**config.mk**
```make
export PLATFORM = sky130hd
export DESIGN_NAME = sra_front_end
export DESIGN_NICKNAME = d
export VERILOG_FILES = /design/src/logic/sra_pkg.sv /design/src/logic/sra_fetch_queue.sv /design/src/logic/sra_front_end.sv
export SDC_FILE = /design/constraint.sdc
export NUM_CORES = 1
export LEC_CHECK = 0
export ABC_AREA = 1
export BUFFER_PORTS_ARGS = -buffer_cell sky130_fd_sc_hd__buf_2
export CAP_MARGIN = 0
export CORE_UTILIZATION = 30
export CTS_BUF_LIST = sky130_fd_sc_hd__clkbuf_2 sky130_fd_sc_hd__clkbuf_4 sky130_fd_sc_hd__clkbuf_8
export DETAILED_ROUTE_END_ITERATION = 8
export PLACE_DENSITY = 0.51
export SYNTH_ARGS = -nofsm -noshare
export SYNTH_HDL_FRONTEND = slang
export SYNTH_SLANG_ARGS = --single-unit
```
**constraint.sdc**
```tcl
create_clock -name clk_i -period 4.4 [get_ports clk_i]
set_input_delay 0 -clock clk_i [delete_from_list [all_inputs] [get_ports clk_i]]
set_output_delay 0 -clock clk_i [all_outputs]
set_load 0.005 [all_outputs]
```
**src/logic/sra_pkg.sv**
```systemverilog
package sra_pkg;

  // Operating modes
  localparam logic [1:0] MODE_REAL = 2'h0;
  localparam logic [1:0] MODE_PROT = 2'h1;
  localparam logic [1:0] MODE_V86  = 2'h2;

  // Register classes
  localparam logic [3:0] RC_GENERAL = 4'h0;
  localparam logic [3:0] RC_SEGMENT = 4'h1;
  localparam logic [3:0] RC_FLAGS   = 4'h2;
  localparam logic [3:0] RC_CONTROL = 4'h3;
  localparam logic [3:0] RC_GDT     = 4'h4;
  localparam logic [3:0] RC_IDT     = 4'h5;
  localparam logic [3:0] RC_LDT     = 4'h6;
  localparam logic [3:0] RC_TASK    = 4'h7;
  localparam logic [3:0] RC_DEBUG   = 4'h8;
  localparam logic [3:0] RC_TEST    = 4'h9;

  // Operation categories
  localparam logic [3:0] CAT_DATA   = 4'h0;
  localparam logic [3:0] CAT_ARITH  = 4'h1;
  localparam logic [3:0] CAT_SHIFT  = 4'h2;
  localparam logic [3:0] CAT_STRING = 4'h3;
  localparam logic [3:0] CAT_BIT    = 4'h4;
  localparam logic [3:0] CAT_CTRL   = 4'h5;
  localparam logic [3:0] CAT_HLL    = 4'h6;
  localparam logic [3:0] CAT_OS     = 4'h7;
  localparam logic [3:0] CAT_PROC   = 4'h8;
  localparam logic [3:0] CAT_NONE   = 4'hF;

  // Operand locations
  localparam logic [1:0] LOC_REG = 2'h0;
  localparam logic [1:0] LOC_IMM = 2'h1;
  localparam logic [1:0] LOC_MEM = 2'h2;

  // Operand widths
  localparam logic [1:0] W8  = 2'h0;
  localparam logic [1:0] W16 = 2'h1;
  localparam logic [1:0] W32 = 2'h2;

  // Data operations
  localparam logic [3:0] OP_PASS  = 4'h0;
  localparam logic [3:0] OP_ZX    = 4'h1;
  localparam logic [3:0] OP_SX    = 4'h2;
  localparam logic [3:0] OP_CBW   = 4'h3;
  localparam logic [3:0] OP_CWDP  = 4'h4;
  localparam logic [3:0] OP_WORD_TO_DWORD_EXT_CONVERT  = 4'h5;
  localparam logic [3:0] OP_CDQ   = 4'h6;
  localparam logic [3:0] OP_INC   = 4'h7;
  localparam logic [3:0] OP_SUB1  = 4'h8;

  // Selected opcodes
  localparam logic [7:0] OPC_SIZE_PREFIX = 8'h66;
  localparam logic [7:0] OPC_IF_CLEAR    = 8'hFA;
  localparam logic [7:0] OPC_IF_SET      = 8'hFB;
  localparam logic [7:0] OPC_FLAGS_PUSH  = 8'h9C;
  localparam logic [7:0] OPC_FLAGS_POP   = 8'h9D;

  // Queue and limits
  localparam int         QUEUE_DEPTH = 16;
  localparam logic [4:0] QUEUE_FULL  = 5'h10;
  localparam logic [1:0] MAX_OPERANDS = 2'h3;
  localparam logic [1:0] PL_KERNEL   = 2'h0;
  localparam logic [7:0] ONE_BYTE    = 8'h01;
  localparam logic [7:0] TWO_BYTES   = 8'h02;
  localparam logic [31:0] STEP_ONE   = 32'h0000_0001;

  typedef struct packed {
    logic       valid;
    logic       store;
    logic [3:0] rclass;
  } sra_access_t;

  typedef struct packed {
    logic       valid;
    logic [3:0] op;
    logic [1:0] width;
    logic [31:0] src;
  } sra_data_t;

  typedef struct packed {
    logic       valid;
    logic [1:0] count;
    logic [1:0] dst_loc;
    logic [1:0] src_loc;
    logic [3:0] category;
  } sra_decode_t;

endpackage

```
**src/logic/sra_fetch_queue.sv**
```systemverilog
`timescale 1ns/1ps
module sra_fetch_queue (
  // Clock and control
  input  wire logic       clk_i,
  input  wire logic       srst_i,
  input  wire logic       ce_i,
  input  wire logic       flush_i,
  // Fill side
  input  wire logic       wr_valid_i,
  input  wire logic [7:0] wr_byte_i,
  output      logic       wr_ready_o,
  // Drain side
  input  wire logic       rd_ready_i,
  output      logic       rd_valid_o,
  output      logic [7:0] rd_byte_o,
  output      logic [4:0] level_o
);
  logic [7:0] mem [sra_pkg::QUEUE_DEPTH];
  logic [3:0] wr_ptr;
  logic [3:0] rd_ptr;
  logic [4:0] level;
  logic       push;
  logic       pop;

  assign wr_ready_o = (level != sra_pkg::QUEUE_FULL);
  assign rd_valid_o = (level != 5'h00);
  assign rd_byte_o  = mem[rd_ptr];
  assign level_o    = level;
  assign push       = wr_valid_i && wr_ready_o && !flush_i;
  assign pop        = rd_valid_o && rd_ready_i && !flush_i;

  always_ff @(posedge clk_i) begin
    if (ce_i && push) begin
      mem[wr_ptr] <= wr_byte_i;
    end
  end

  always_ff @(posedge clk_i) begin
    if (srst_i || (ce_i && flush_i)) begin
      wr_ptr <= 4'h0;
      rd_ptr <= 4'h0;
      level  <= 5'h00;
    end else if (ce_i) begin
      if (push) begin
        wr_ptr <= wr_ptr + 4'h1;
      end
      if (pop) begin
        rd_ptr <= rd_ptr + 4'h1;
      end
      level <= level + {4'h0, push} - {4'h0, pop};
    end
  end

  a_queue_bound: assert property (@(posedge clk_i) disable iff (srst_i)
    level <= sra_pkg::QUEUE_FULL) else $error("queue level above depth");
endmodule

```
**src/logic/sra_front_end.sv**
```systemverilog
`timescale 1ns/1ps
// Contract
// - Protected mode: control, debug, test registers need privilege level zero.
// - Virtual-8086: flag push and pop obey the io privilege threshold.
// - Sixteen instruction bytes are prefetched ahead of execution.
// - Zero to three operands, each from register, immediate or memory.
// - Two-operand forms: reg-reg, mem-reg, imm-reg, reg-mem, imm-mem.
// - Zero-operand ops like interrupt flag clear/set are one byte; one-operand two.
// - Widths 8/16/32; 32-bit code defaults 8 or 32, 16-bit code 8 or 16.
// - A size prefix swaps the default operand width.
// - Instructions classify into nine operation categories.
// - Zero-extending move widens byte or word source.
// - Sign-extending move widens byte or word source.
// - Accumulator conversions byte-word, word-dword both forms, dword-qword.
// - Increment and decrement change the operand by exactly one.
module sra_front_end (
  // Clock and reset
  input  wire logic                clk_i,
  input  wire logic                srst_i,
  input  wire logic                ce_i,
  // Processor state
  input  wire logic [1:0]          mode_i,
  input  wire logic [1:0]          current_privilege_level_i,
  input  wire logic [1:0]          io_privilege_threshold_i,
  input  wire logic                code32_i,
  // Register access check
  input  wire sra_pkg::sra_access_t acc_i,
  output      logic                acc_grant_o,
  output      logic                reg_write_o,
  output      logic                prot_fault_o,
  // Prefetch
  input  wire logic                fetch_valid_i,
  input  wire logic [7:0]          fetch_byte_i,
  output      logic                fetch_ready_o,
  input  wire logic                flush_i,
  // Decode
  input  wire logic                dec_ready_i,
  input  wire sra_pkg::sra_decode_t dec_i,
  output      logic                dec_valid_o,
  output      logic [7:0]          dec_byte_o,
  output      logic [1:0]          op_width_o,
  output      logic [7:0]          ins_len_o,
  output      logic [3:0]          category_o,
  output      logic                dec_error_o,
  // Data move/convert
  input  wire sra_pkg::sra_data_t  data_i,
  output      logic [31:0]         res_lo_o,
  output      logic [31:0]         res_hi_o,
  output      logic                res_valid_o
);

  typedef enum logic [1:0] {
    SRA_IDLE   = 2'b01,
    SRA_PREFIX = 2'b10
  } sra_dec_state_t;

  sra_dec_state_t state;
  logic           q_valid;
  logic [7:0]     q_byte;
  logic           q_ready;
  logic           q_wr_ready;
  logic [4:0]     q_level;
  logic           allowed;

  // Access table per mode, class and direction
  function automatic logic access_ok(input logic [1:0] mode, input logic [1:0] cpl,
                                     input logic [1:0] io_privilege_threshold, input logic st,
                                     input logic [3:0] rc);
    logic k;
    k = (cpl == sra_pkg::PL_KERNEL);
    access_ok = 1'b0;
    case (mode)
      sra_pkg::MODE_REAL:
        access_ok = (rc != sra_pkg::RC_LDT) && (rc != sra_pkg::RC_TASK);
      sra_pkg::MODE_PROT: begin
        case (rc)
          sra_pkg::RC_GENERAL, sra_pkg::RC_SEGMENT, sra_pkg::RC_FLAGS: access_ok = 1'b1;
          sra_pkg::RC_CONTROL, sra_pkg::RC_DEBUG, sra_pkg::RC_TEST: access_ok = k;
          sra_pkg::RC_GDT, sra_pkg::RC_IDT, sra_pkg::RC_LDT, sra_pkg::RC_TASK:
            access_ok = st || k;
          default: access_ok = 1'b0;
        endcase
      end
      sra_pkg::MODE_V86: begin
        case (rc)
          sra_pkg::RC_GENERAL, sra_pkg::RC_SEGMENT: access_ok = 1'b1;
          sra_pkg::RC_FLAGS: access_ok = (cpl <= io_privilege_threshold);
          sra_pkg::RC_CONTROL, sra_pkg::RC_GDT, sra_pkg::RC_IDT: access_ok = st;
          default: access_ok = 1'b0;
        endcase
      end
      default: access_ok = 1'b0;
    endcase
  endfunction

  function automatic logic [1:0] default_width(input logic c32, input logic ovr,
                                               input logic byte_op);
    if (byte_op) begin
      default_width = sra_pkg::W8;
    end else begin
      default_width = (c32 ^ ovr) ? sra_pkg::W32 : sra_pkg::W16;
    end
  endfunction

  function automatic logic [3:0] classify(input logic [7:0] b);
    case (b[7:4])
      4'h0, 4'h8, 4'h9: classify = sra_pkg::CAT_DATA;
      4'h1, 4'h2, 4'h3, 4'h4: classify = sra_pkg::CAT_ARITH;
      4'hD: classify = sra_pkg::CAT_SHIFT;
      4'hA: classify = sra_pkg::CAT_STRING;
      4'hB: classify = sra_pkg::CAT_BIT;
      4'h7, 4'hE: classify = sra_pkg::CAT_CTRL;
      4'h6: classify = sra_pkg::CAT_HLL;
      4'h5, 4'hC: classify = sra_pkg::CAT_OS;
      4'hF: classify = sra_pkg::CAT_PROC;
      default: classify = sra_pkg::CAT_NONE;
    endcase
  endfunction

  assign allowed = access_ok(mode_i, current_privilege_level_i,
                             io_privilege_threshold_i, acc_i.store, acc_i.rclass);

  // Register access gate: write enable never rises on a refused access
  always_ff @(posedge clk_i) begin
    if (srst_i) begin
      acc_grant_o  <= 1'b0;
      reg_write_o  <= 1'b0;
      prot_fault_o <= 1'b0;
    end else if (ce_i) begin
      acc_grant_o  <= acc_i.valid && allowed;
      reg_write_o  <= acc_i.valid && allowed && !acc_i.store;
      prot_fault_o <= acc_i.valid && !allowed;
    end
  end

  sra_fetch_queue u_queue (
    .clk_i      (clk_i),
    .srst_i     (srst_i),
    .ce_i       (ce_i),
    .flush_i    (flush_i),
    .wr_valid_i (fetch_valid_i),
    .wr_byte_i  (fetch_byte_i),
    .wr_ready_o (q_wr_ready),
    .rd_ready_i (q_ready),
    .rd_valid_o (q_valid),
    .rd_byte_o  (q_byte),
    .level_o    (q_level)
  );

  // Downstream stall holds bytes in the queue so it fills honestly
  assign q_ready = dec_ready_i && !flush_i;

  always_ff @(posedge clk_i) begin
    if (srst_i) begin
      fetch_ready_o <= 1'b0;
    end else if (ce_i) begin
      fetch_ready_o <= q_wr_ready && (q_level < sra_pkg::QUEUE_FULL - 5'h01);
    end
  end

  // Prefix tracking
  always_ff @(posedge clk_i) begin
    if (srst_i || (ce_i && flush_i)) begin
      state <= SRA_IDLE;
    end else if (ce_i && q_valid && q_ready) begin
      case (state)
        SRA_IDLE:   state <= (q_byte == sra_pkg::OPC_SIZE_PREFIX) ? SRA_PREFIX : SRA_IDLE;
        SRA_PREFIX: state <= (q_byte == sra_pkg::OPC_SIZE_PREFIX) ? SRA_PREFIX : SRA_IDLE;
        default:    state <= SRA_IDLE;
      endcase
    end
  end

  // Decode output stage
  always_ff @(posedge clk_i) begin
    if (srst_i) begin
      dec_valid_o <= 1'b0;
      dec_byte_o  <= 8'h00;
      op_width_o  <= sra_pkg::W16;
      ins_len_o   <= 8'h00;
      category_o  <= sra_pkg::CAT_NONE;
      dec_error_o <= 1'b0;
    end else if (ce_i) begin
      dec_valid_o <= q_valid && q_ready && (q_byte != sra_pkg::OPC_SIZE_PREFIX);
      if (q_valid && q_ready && (q_byte != sra_pkg::OPC_SIZE_PREFIX)) begin
        dec_byte_o <= q_byte;
        op_width_o <= default_width(code32_i, state == SRA_PREFIX, ~q_byte[0]);
        category_o <= classify(q_byte);
        ins_len_o  <= (dec_i.count == 2'h0) ? sra_pkg::ONE_BYTE :
                      (dec_i.count == 2'h1) ? sra_pkg::TWO_BYTES : 8'h00;
        // Reject operand counts, locations or memory-memory pairs not in the set
        dec_error_o <= dec_i.valid && ((dec_i.count > sra_pkg::MAX_OPERANDS) ||
                       (dec_i.dst_loc == 2'h3) || (dec_i.src_loc == 2'h3) ||
                       ((dec_i.count == 2'h2) && (dec_i.dst_loc == sra_pkg::LOC_IMM)) ||
                       ((dec_i.count == 2'h2) && (dec_i.dst_loc == sra_pkg::LOC_MEM) &&
                        (dec_i.src_loc == sra_pkg::LOC_MEM)));
      end
    end
  end

  // Move, conversion and step unit
  always_ff @(posedge clk_i) begin
    if (srst_i) begin
      res_lo_o    <= 32'h0000_0000;
      res_hi_o    <= 32'h0000_0000;
      res_valid_o <= 1'b0;
    end else if (ce_i) begin
      res_valid_o <= data_i.valid;
      if (data_i.valid) begin
        res_hi_o <= 32'h0000_0000;
        case (data_i.op)
          sra_pkg::OP_ZX:
            res_lo_o <= (data_i.width == sra_pkg::W8) ? {24'h000000, data_i.src[7:0]} :
                        {16'h0000, data_i.src[15:0]};
          sra_pkg::OP_SX:
            res_lo_o <= (data_i.width == sra_pkg::W8) ? {{24{data_i.src[7]}}, data_i.src[7:0]} :
                        {{16{data_i.src[15]}}, data_i.src[15:0]};
          sra_pkg::OP_CBW:
            res_lo_o <= {data_i.src[31:16], {8{data_i.src[7]}}, data_i.src[7:0]};
          sra_pkg::OP_CWDP: begin
            res_lo_o <= data_i.src;
            res_hi_o <= {16'h0000, {16{data_i.src[15]}}};
          end
          sra_pkg::OP_WORD_TO_DWORD_EXT_CONVERT:
            res_lo_o <= {{16{data_i.src[15]}}, data_i.src[15:0]};
          sra_pkg::OP_CDQ: begin
            res_lo_o <= data_i.src;
            res_hi_o <= {32{data_i.src[31]}};
          end
          sra_pkg::OP_INC:  res_lo_o <= data_i.src + sra_pkg::STEP_ONE;
          sra_pkg::OP_SUB1: res_lo_o <= data_i.src - sra_pkg::STEP_ONE;
          default:          res_lo_o <= data_i.src;
        endcase
      end
    end
  end

  a_prot_ctl_kernel: assert property (@(posedge clk_i) disable iff (srst_i)
    (ce_i && acc_i.valid && mode_i == sra_pkg::MODE_PROT && acc_i.rclass == sra_pkg::RC_CONTROL
     && current_privilege_level_i != 2'h0) |=> prot_fault_o && !acc_grant_o)
    else $error("control access granted above level zero");
  a_v86_flags_io: assert property (@(posedge clk_i) disable iff (srst_i)
    (ce_i && acc_i.valid && mode_i == sra_pkg::MODE_V86 && acc_i.rclass == sra_pkg::RC_FLAGS
     && current_privilege_level_i > io_privilege_threshold_i) |=> prot_fault_o)
    else $error("flag op allowed above io threshold");
  a_real_ldt_refused: assert property (@(posedge clk_i) disable iff (srst_i)
    (ce_i && acc_i.valid && mode_i == sra_pkg::MODE_REAL && acc_i.rclass == sra_pkg::RC_LDT)
    |=> prot_fault_o) else $error("real mode selector access allowed");
  a_fault_no_write: assert property (@(posedge clk_i) disable iff (srst_i)
    prot_fault_o |-> !reg_write_o && !acc_grant_o)
    else $error("register written on refused access");
  a_zero_extend: assert property (@(posedge clk_i) disable iff (srst_i)
    (ce_i && data_i.valid && data_i.op == sra_pkg::OP_ZX && data_i.width == sra_pkg::W8)
    |=> res_lo_o[31:8] == 24'h000000) else $error("zero extension wrong");
  a_sign_extend: assert property (@(posedge clk_i) disable iff (srst_i)
    (ce_i && data_i.valid && data_i.op == sra_pkg::OP_SX && data_i.width == sra_pkg::W16)
    |=> res_lo_o[31:16] == {16{$past(data_i.src[15])}}) else $error("sign ext wrong");
  a_qword_convert: assert property (@(posedge clk_i) disable iff (srst_i)
    (ce_i && data_i.valid && data_i.op == sra_pkg::OP_CDQ)
    |=> res_hi_o == {32{$past(data_i.src[31])}}) else $error("qword high wrong");
  a_step_one: assert property (@(posedge clk_i) disable iff (srst_i)
    (ce_i && data_i.valid && data_i.op == sra_pkg::OP_SUB1)
    |=> res_lo_o == $past(data_i.src) - 32'h0000_0001) else $error("step not one");
  a_prefix_width: assert property (@(posedge clk_i) disable iff (srst_i)
    (ce_i && state == SRA_PREFIX && q_valid && q_ready && q_byte[0] && code32_i
     && q_byte != sra_pkg::OPC_SIZE_PREFIX) |=> op_width_o == sra_pkg::W16)
    else $error("prefix did not swap width");

  c_prot_fault: cover property (@(posedge clk_i) prot_fault_o);
  c_prefixed: cover property (@(posedge clk_i) state == SRA_PREFIX ##1 dec_valid_o);
  c_queue_full: cover property (@(posedge clk_i) q_level == sra_pkg::QUEUE_FULL);
  c_cdq: cover property (@(posedge clk_i) res_valid_o && res_hi_o != 32'h0000_0000);
endmodule

```
==> summary.md <==
Placement
* area post-placement: 12,300 um^2
* placer congestion estimate: 0.912
* Detailed Place HPWL: 23,700 um
* number of placed instances, taps included: 1,988
* count of input and output buffers: 159

Power and ir drop
* clock network fraction of total power: 41.1%
* leakage dissipation: 0.00584 uW
* post-layout total power: 4610 uW
* worst IR drop on VDD: 0.000177 V
* Net Switching: 1230 uW
* Power Density: 335 nW/um^2
* sequential fraction of design power: 45.6%
* Comb pwr share: 13.3%
* switching share of total power: 26.8%
* internal power consumption: 3370 uW

Yosys
* Synth Area in XOR/XNOR: 2.36%
* syn_area_per_cell: 8.12 um^2
* number of flip-flops and latches in the synthesized netlist: 204
* synthesized area: 11,300 um^2
* share of synthesized registers carrying an async set or reset: 0%
* leading register cell type out of synthesis: sky130_fd_sc_hd__edfxtp_1
* share of cell area taken by muxes after synthesis: 0%
* cell with the most instances after synthesis: sky130_fd_sc_hd__nand2_1
* largest family of logic cells by synthesized area: simple AND/OR/NAND/NOR gates
* Netlist cell types: 47
* largest area contributor in the netlist: sky130_fd_sc_hd__edfxtp_1
* post-synthesis compound-gate area fraction: 15.4%
* count of mapped cells out of synthesis: 1,398
* EDFF count, synth: 128
* post-synthesis share of cell area spent on full adders, half adders and majority gates: 2.49%
* area share of the largest cell type after synthesis: 33.9%
* sequential-to-total area share from yosys stat: 47.3%
* most frequent cells after synthesis: sky130_fd_sc_hd__nand2_1 (276), sky130_fd_sc_hd__nor2_1 (180), sky130_fd_sc_hd__inv_1 (148)
* cells taking the most area after synthesis: sky130_fd_sc_hd__edfxtp_1 (34%), sky130_fd_sc_hd__dfxtp_1 (13%), sky130_fd_sc_hd__nand2_1 (9.1%), sky130_fd_sc_hd__nor2_1 (6.0%), sky130_fd_sc_hd__o21ai_0 (5.1%)
* Yosys warnings: 0
* Simple-Gate Fraction of Synth Area: 22.3%

Worst setup path
* signal arrival time at the worst endpoint: 4280 ps
* peak per-stage delay on the critical path: 630 ps
* Worst Path Max Fanout: 43
* required time worst endpoint: 4910 ps
* Max stage delay cell, worst path: sky130_fd_sc_hd__dfxtp_2
* kind of launch point of the worst setup path: register
* r2r setup slk: 620 ps
* crit path kind: register to register
* cells along the critical path: inv_2, buf_4, o21ai_0, o221ai_1, nand3_1, nand2_1, ha_1, nand3_1, nor2_2, a21oi_2, nand3_1, nand2_1, dlygate4sd3_1
* critical path's top delay family: buffers and inverters
* CP dominant cell by count: sky130_fd_sc_hd__nand3_1
* number of buffer and inverter stages on the critical path: 3
* Worst Setup End Kind: register

Timing
* RSZ-0062 raised after global routing: false
* final critical delay including setup and external delays: 3780 ps
* slew of the pin with the lowest slew margin: 1020 ps
* max-slew violation count: 0
* final setup fails: 0
* Clock Skew: 28.5 ps
* count of final hold-check violations: 0
* post-route clock period utilization: 85.9%
* Fmax: 265 MHz
* Max transition margin: 31.5%
* accumulated negative setup slack: 0 ps

Clock tree
* CTS tree: done
* register clock-pin slew on the reported worst setup and hold paths: 60 ps
* Clk Tree Root Cell: sky130_fd_sc_hd__clkbuf_8
* Max Buffers Root-to-Sink: 3
* number of buffers created by CTS: 38
* H-tree levels: 2
* postcts setup bufs: 0
* Worst-Skew Late Latency: 560 ps
* Clock Sinks: 204

GRT
* number of antenna violations at the first check in global routing: 0
* overflow left after global routing: 0
* maximum number of pins on one net before global-route repair: 59
* global routing usage summed across all routing layers: 17.7%
* vias in the first global route: 9,581
* global-route wire length before repair: 53,500 um

Floorplanning
* standard-cell row count: 70
* initial standard-cell utilization of the core: 30.8%
* die height: 196 um
* Die ar.: 38,600 um^2
* width of the die: 196 um
* number of top-level design ports: 170
* placeable core region: 36,900 um^2

Finish
* final net count: 1,689
* summed area of non-filler cells in the final layout: 13,700 um^2
* number of inserted filler cells in the final layout: 3,873
* share of final-layout standard cells stronger than drive strength 1: 16.1%
* count of inserted antenna diode cells: 0
* end-of-flow core utilization: 37.2%
* layout overhead on the synthesized area: 21.0%
* count of non-filler cells in the finished layout: 2,123

Job
* max-cap viol count: 0

Hold path
* Hold Path Class: input port to register

Detailed routing
* detailed router's first-iteration violation count: 657
* Avg WL per Cell: 16.0 um
* routed wire length: 34,100 um
* via-per-instance ratio: 4.76
* number of routed nets with antenna violations: 0
* vias after detailed routing: 10,100
* post-route DRC violation count: 0
* drt pass-1 iters: 5

Run status
* status: finished clean

[stage by stage]
step,hold slack (ps),setup slack (ps)
after floorplan,98.9,1980
after global placement,281,1200
after detailed placement,283,1080
after CTS,3.24,652
after global routing,77.1,201
final,33.0,622
[cell type report]
cell class	count	area [um^2]	share of cell area, %
clock inverters	16	124	0.902
repair buffers	236	1540	11.2
multi-input cells	957	4850	35.3
flip-flops and latches	204	5370	39.1
inverters	153	574	4.18
clock buffers	53	648	4.72
well taps	504	631	4.59
[layout by cell type, fill, tap and decap left out, types with 2 or more instances in the layout]
master	Yosys	routed
sky130_fd_sc_hd__xor2_1	19	19
sky130_fd_sc_hd__conb_1	1	6
sky130_fd_sc_hd__buf_4	40	11
sky130_fd_sc_hd__edfxtp_1	128	128
sky130_fd_sc_hd__o21bai_1	3	3
sky130_fd_sc_hd__or2_2	3	3
sky130_fd_sc_hd__xor2_2	3	3
sky130_fd_sc_hd__clkinv_1	1	13
sky130_fd_sc_hd__nor2_2	9	9
sky130_fd_sc_hd__a21o_1	3	3
sky130_fd_sc_hd__o211ai_1	32	32
sky130_fd_sc_hd__nand3_1	108	108
sky130_fd_sc_hd__nand3b_1	2	2
sky130_fd_sc_hd__clkbuf_4	0	13
sky130_fd_sc_hd__ha_1	21	21
sky130_fd_sc_hd__a21oi_1	88	88
sky130_fd_sc_hd__clkbuf_8	0	40
sky130_fd_sc_hd__a41oi_1	27	27
sky130_fd_sc_hd__xnor2_1	6	6
sky130_fd_sc_hd__nor3_1	6	6
sky130_fd_sc_hd__nand4_1	8	8
sky130_fd_sc_hd__o221ai_1	10	10
sky130_fd_sc_hd__dfxtp_1	76	75
sky130_fd_sc_hd__o22ai_1	5	5
sky130_fd_sc_hd__nand2_2	8	8
sky130_fd_sc_hd__inv_2	4	4
sky130_fd_sc_hd__bufinv_16	0	2
sky130_fd_sc_hd__nand2_1	276	276
sky130_fd_sc_hd__inv_1	148	148
sky130_fd_sc_hd__a31oi_1	4	4
sky130_fd_sc_hd__o21a_1	2	2
sky130_fd_sc_hd__o21ai_1	2	2
sky130_fd_sc_hd__buf_2	17	159
sky130_fd_sc_hd__dlygate4sd3_1	0	66
sky130_fd_sc_hd__o21ai_0	115	115
sky130_fd_sc_hd__nor2_1	180	180
[layer usage]
metal / global-route usage, % / vias up / part of all wire, %
met4: 5.27 / 0 / 2.2
met2: 28.5 / 309 / 44
li1: - / 5077 / -
met1: 24.4 / 4665 / 49
met3: 3.05 / 63 / 5.0
met5: 0 / - / 0
[state kept, by name, summed over array words and instances, names as in the netlist, 4 cells and up, named ones only]
register / cells
u_queue.mem: 128
dec_byte_o: 8
u_queue.wr_ptr: 4
u_queue.rd_ptr: 4
category_o: 4
u_queue.level_o: 5
res_lo_o: 32
[cell families after synthesis]
kind of cell	Yosys count
XOR/XNOR	28
other	1
AND/OR/NAND/NOR	606
adder cells (fa/ha/maj)	22
buffers and inverters	242
flip-flops	204
AO/OA/AOI/OAI	295
[worst paths after layout]
| check | cells after the start | to | start |
|---|---|---|---|
| worst max-delay path | 13 | op_width_o[0] | register |
| worst min register to register | 2 | op_width_o[1] | op_width_o[1] |
| worst min-delay path | 6 | res_lo_o[6] | data_i[34] |
| worst max register to register | 13 | op_width_o[0] | register |
[power by group through the flow]
| stage | combinational, uW | sequential [uW] | clock, uW |
|---|---|---|---|
| after global routing | 688 | 2100 | 2040 |
| after CTS | 612 | 2100 | 1950 |
| after global placement | 557 | 2140 | 0 |
| after detailed placement | 565 | 2140 | 0 |
| final | 613 | 2100 | 1890 |
| after floorplan | 373 | 2140 | 0 |
[repair_timing]
action                    CTS  global route
hold endpoints to repair  184             0
gates resized for setup     0             0
hold buffers               66             0
[worst reg2reg max path: stages (launching register included)]
cell and delay, ps:
sky130_fd_sc_hd__dfxtp_2 630, sky130_fd_sc_hd__inv_2 300, sky130_fd_sc_hd__buf_4 370, sky130_fd_sc_hd__o21ai_0 220, sky130_fd_sc_hd__o221ai_1 130, sky130_fd_sc_hd__nand3_1 110
sky130_fd_sc_hd__nand2_1 190, sky130_fd_sc_hd__ha_1 300, sky130_fd_sc_hd__nand3_1 110, sky130_fd_sc_hd__nor2_2 60, sky130_fd_sc_hd__a21oi_2 560, sky130_fd_sc_hd__nand3_1 130
sky130_fd_sc_hd__nand2_1 100, sky130_fd_sc_hd__dlygate4sd3_1 540
Power figures use the tool's default switching activity.
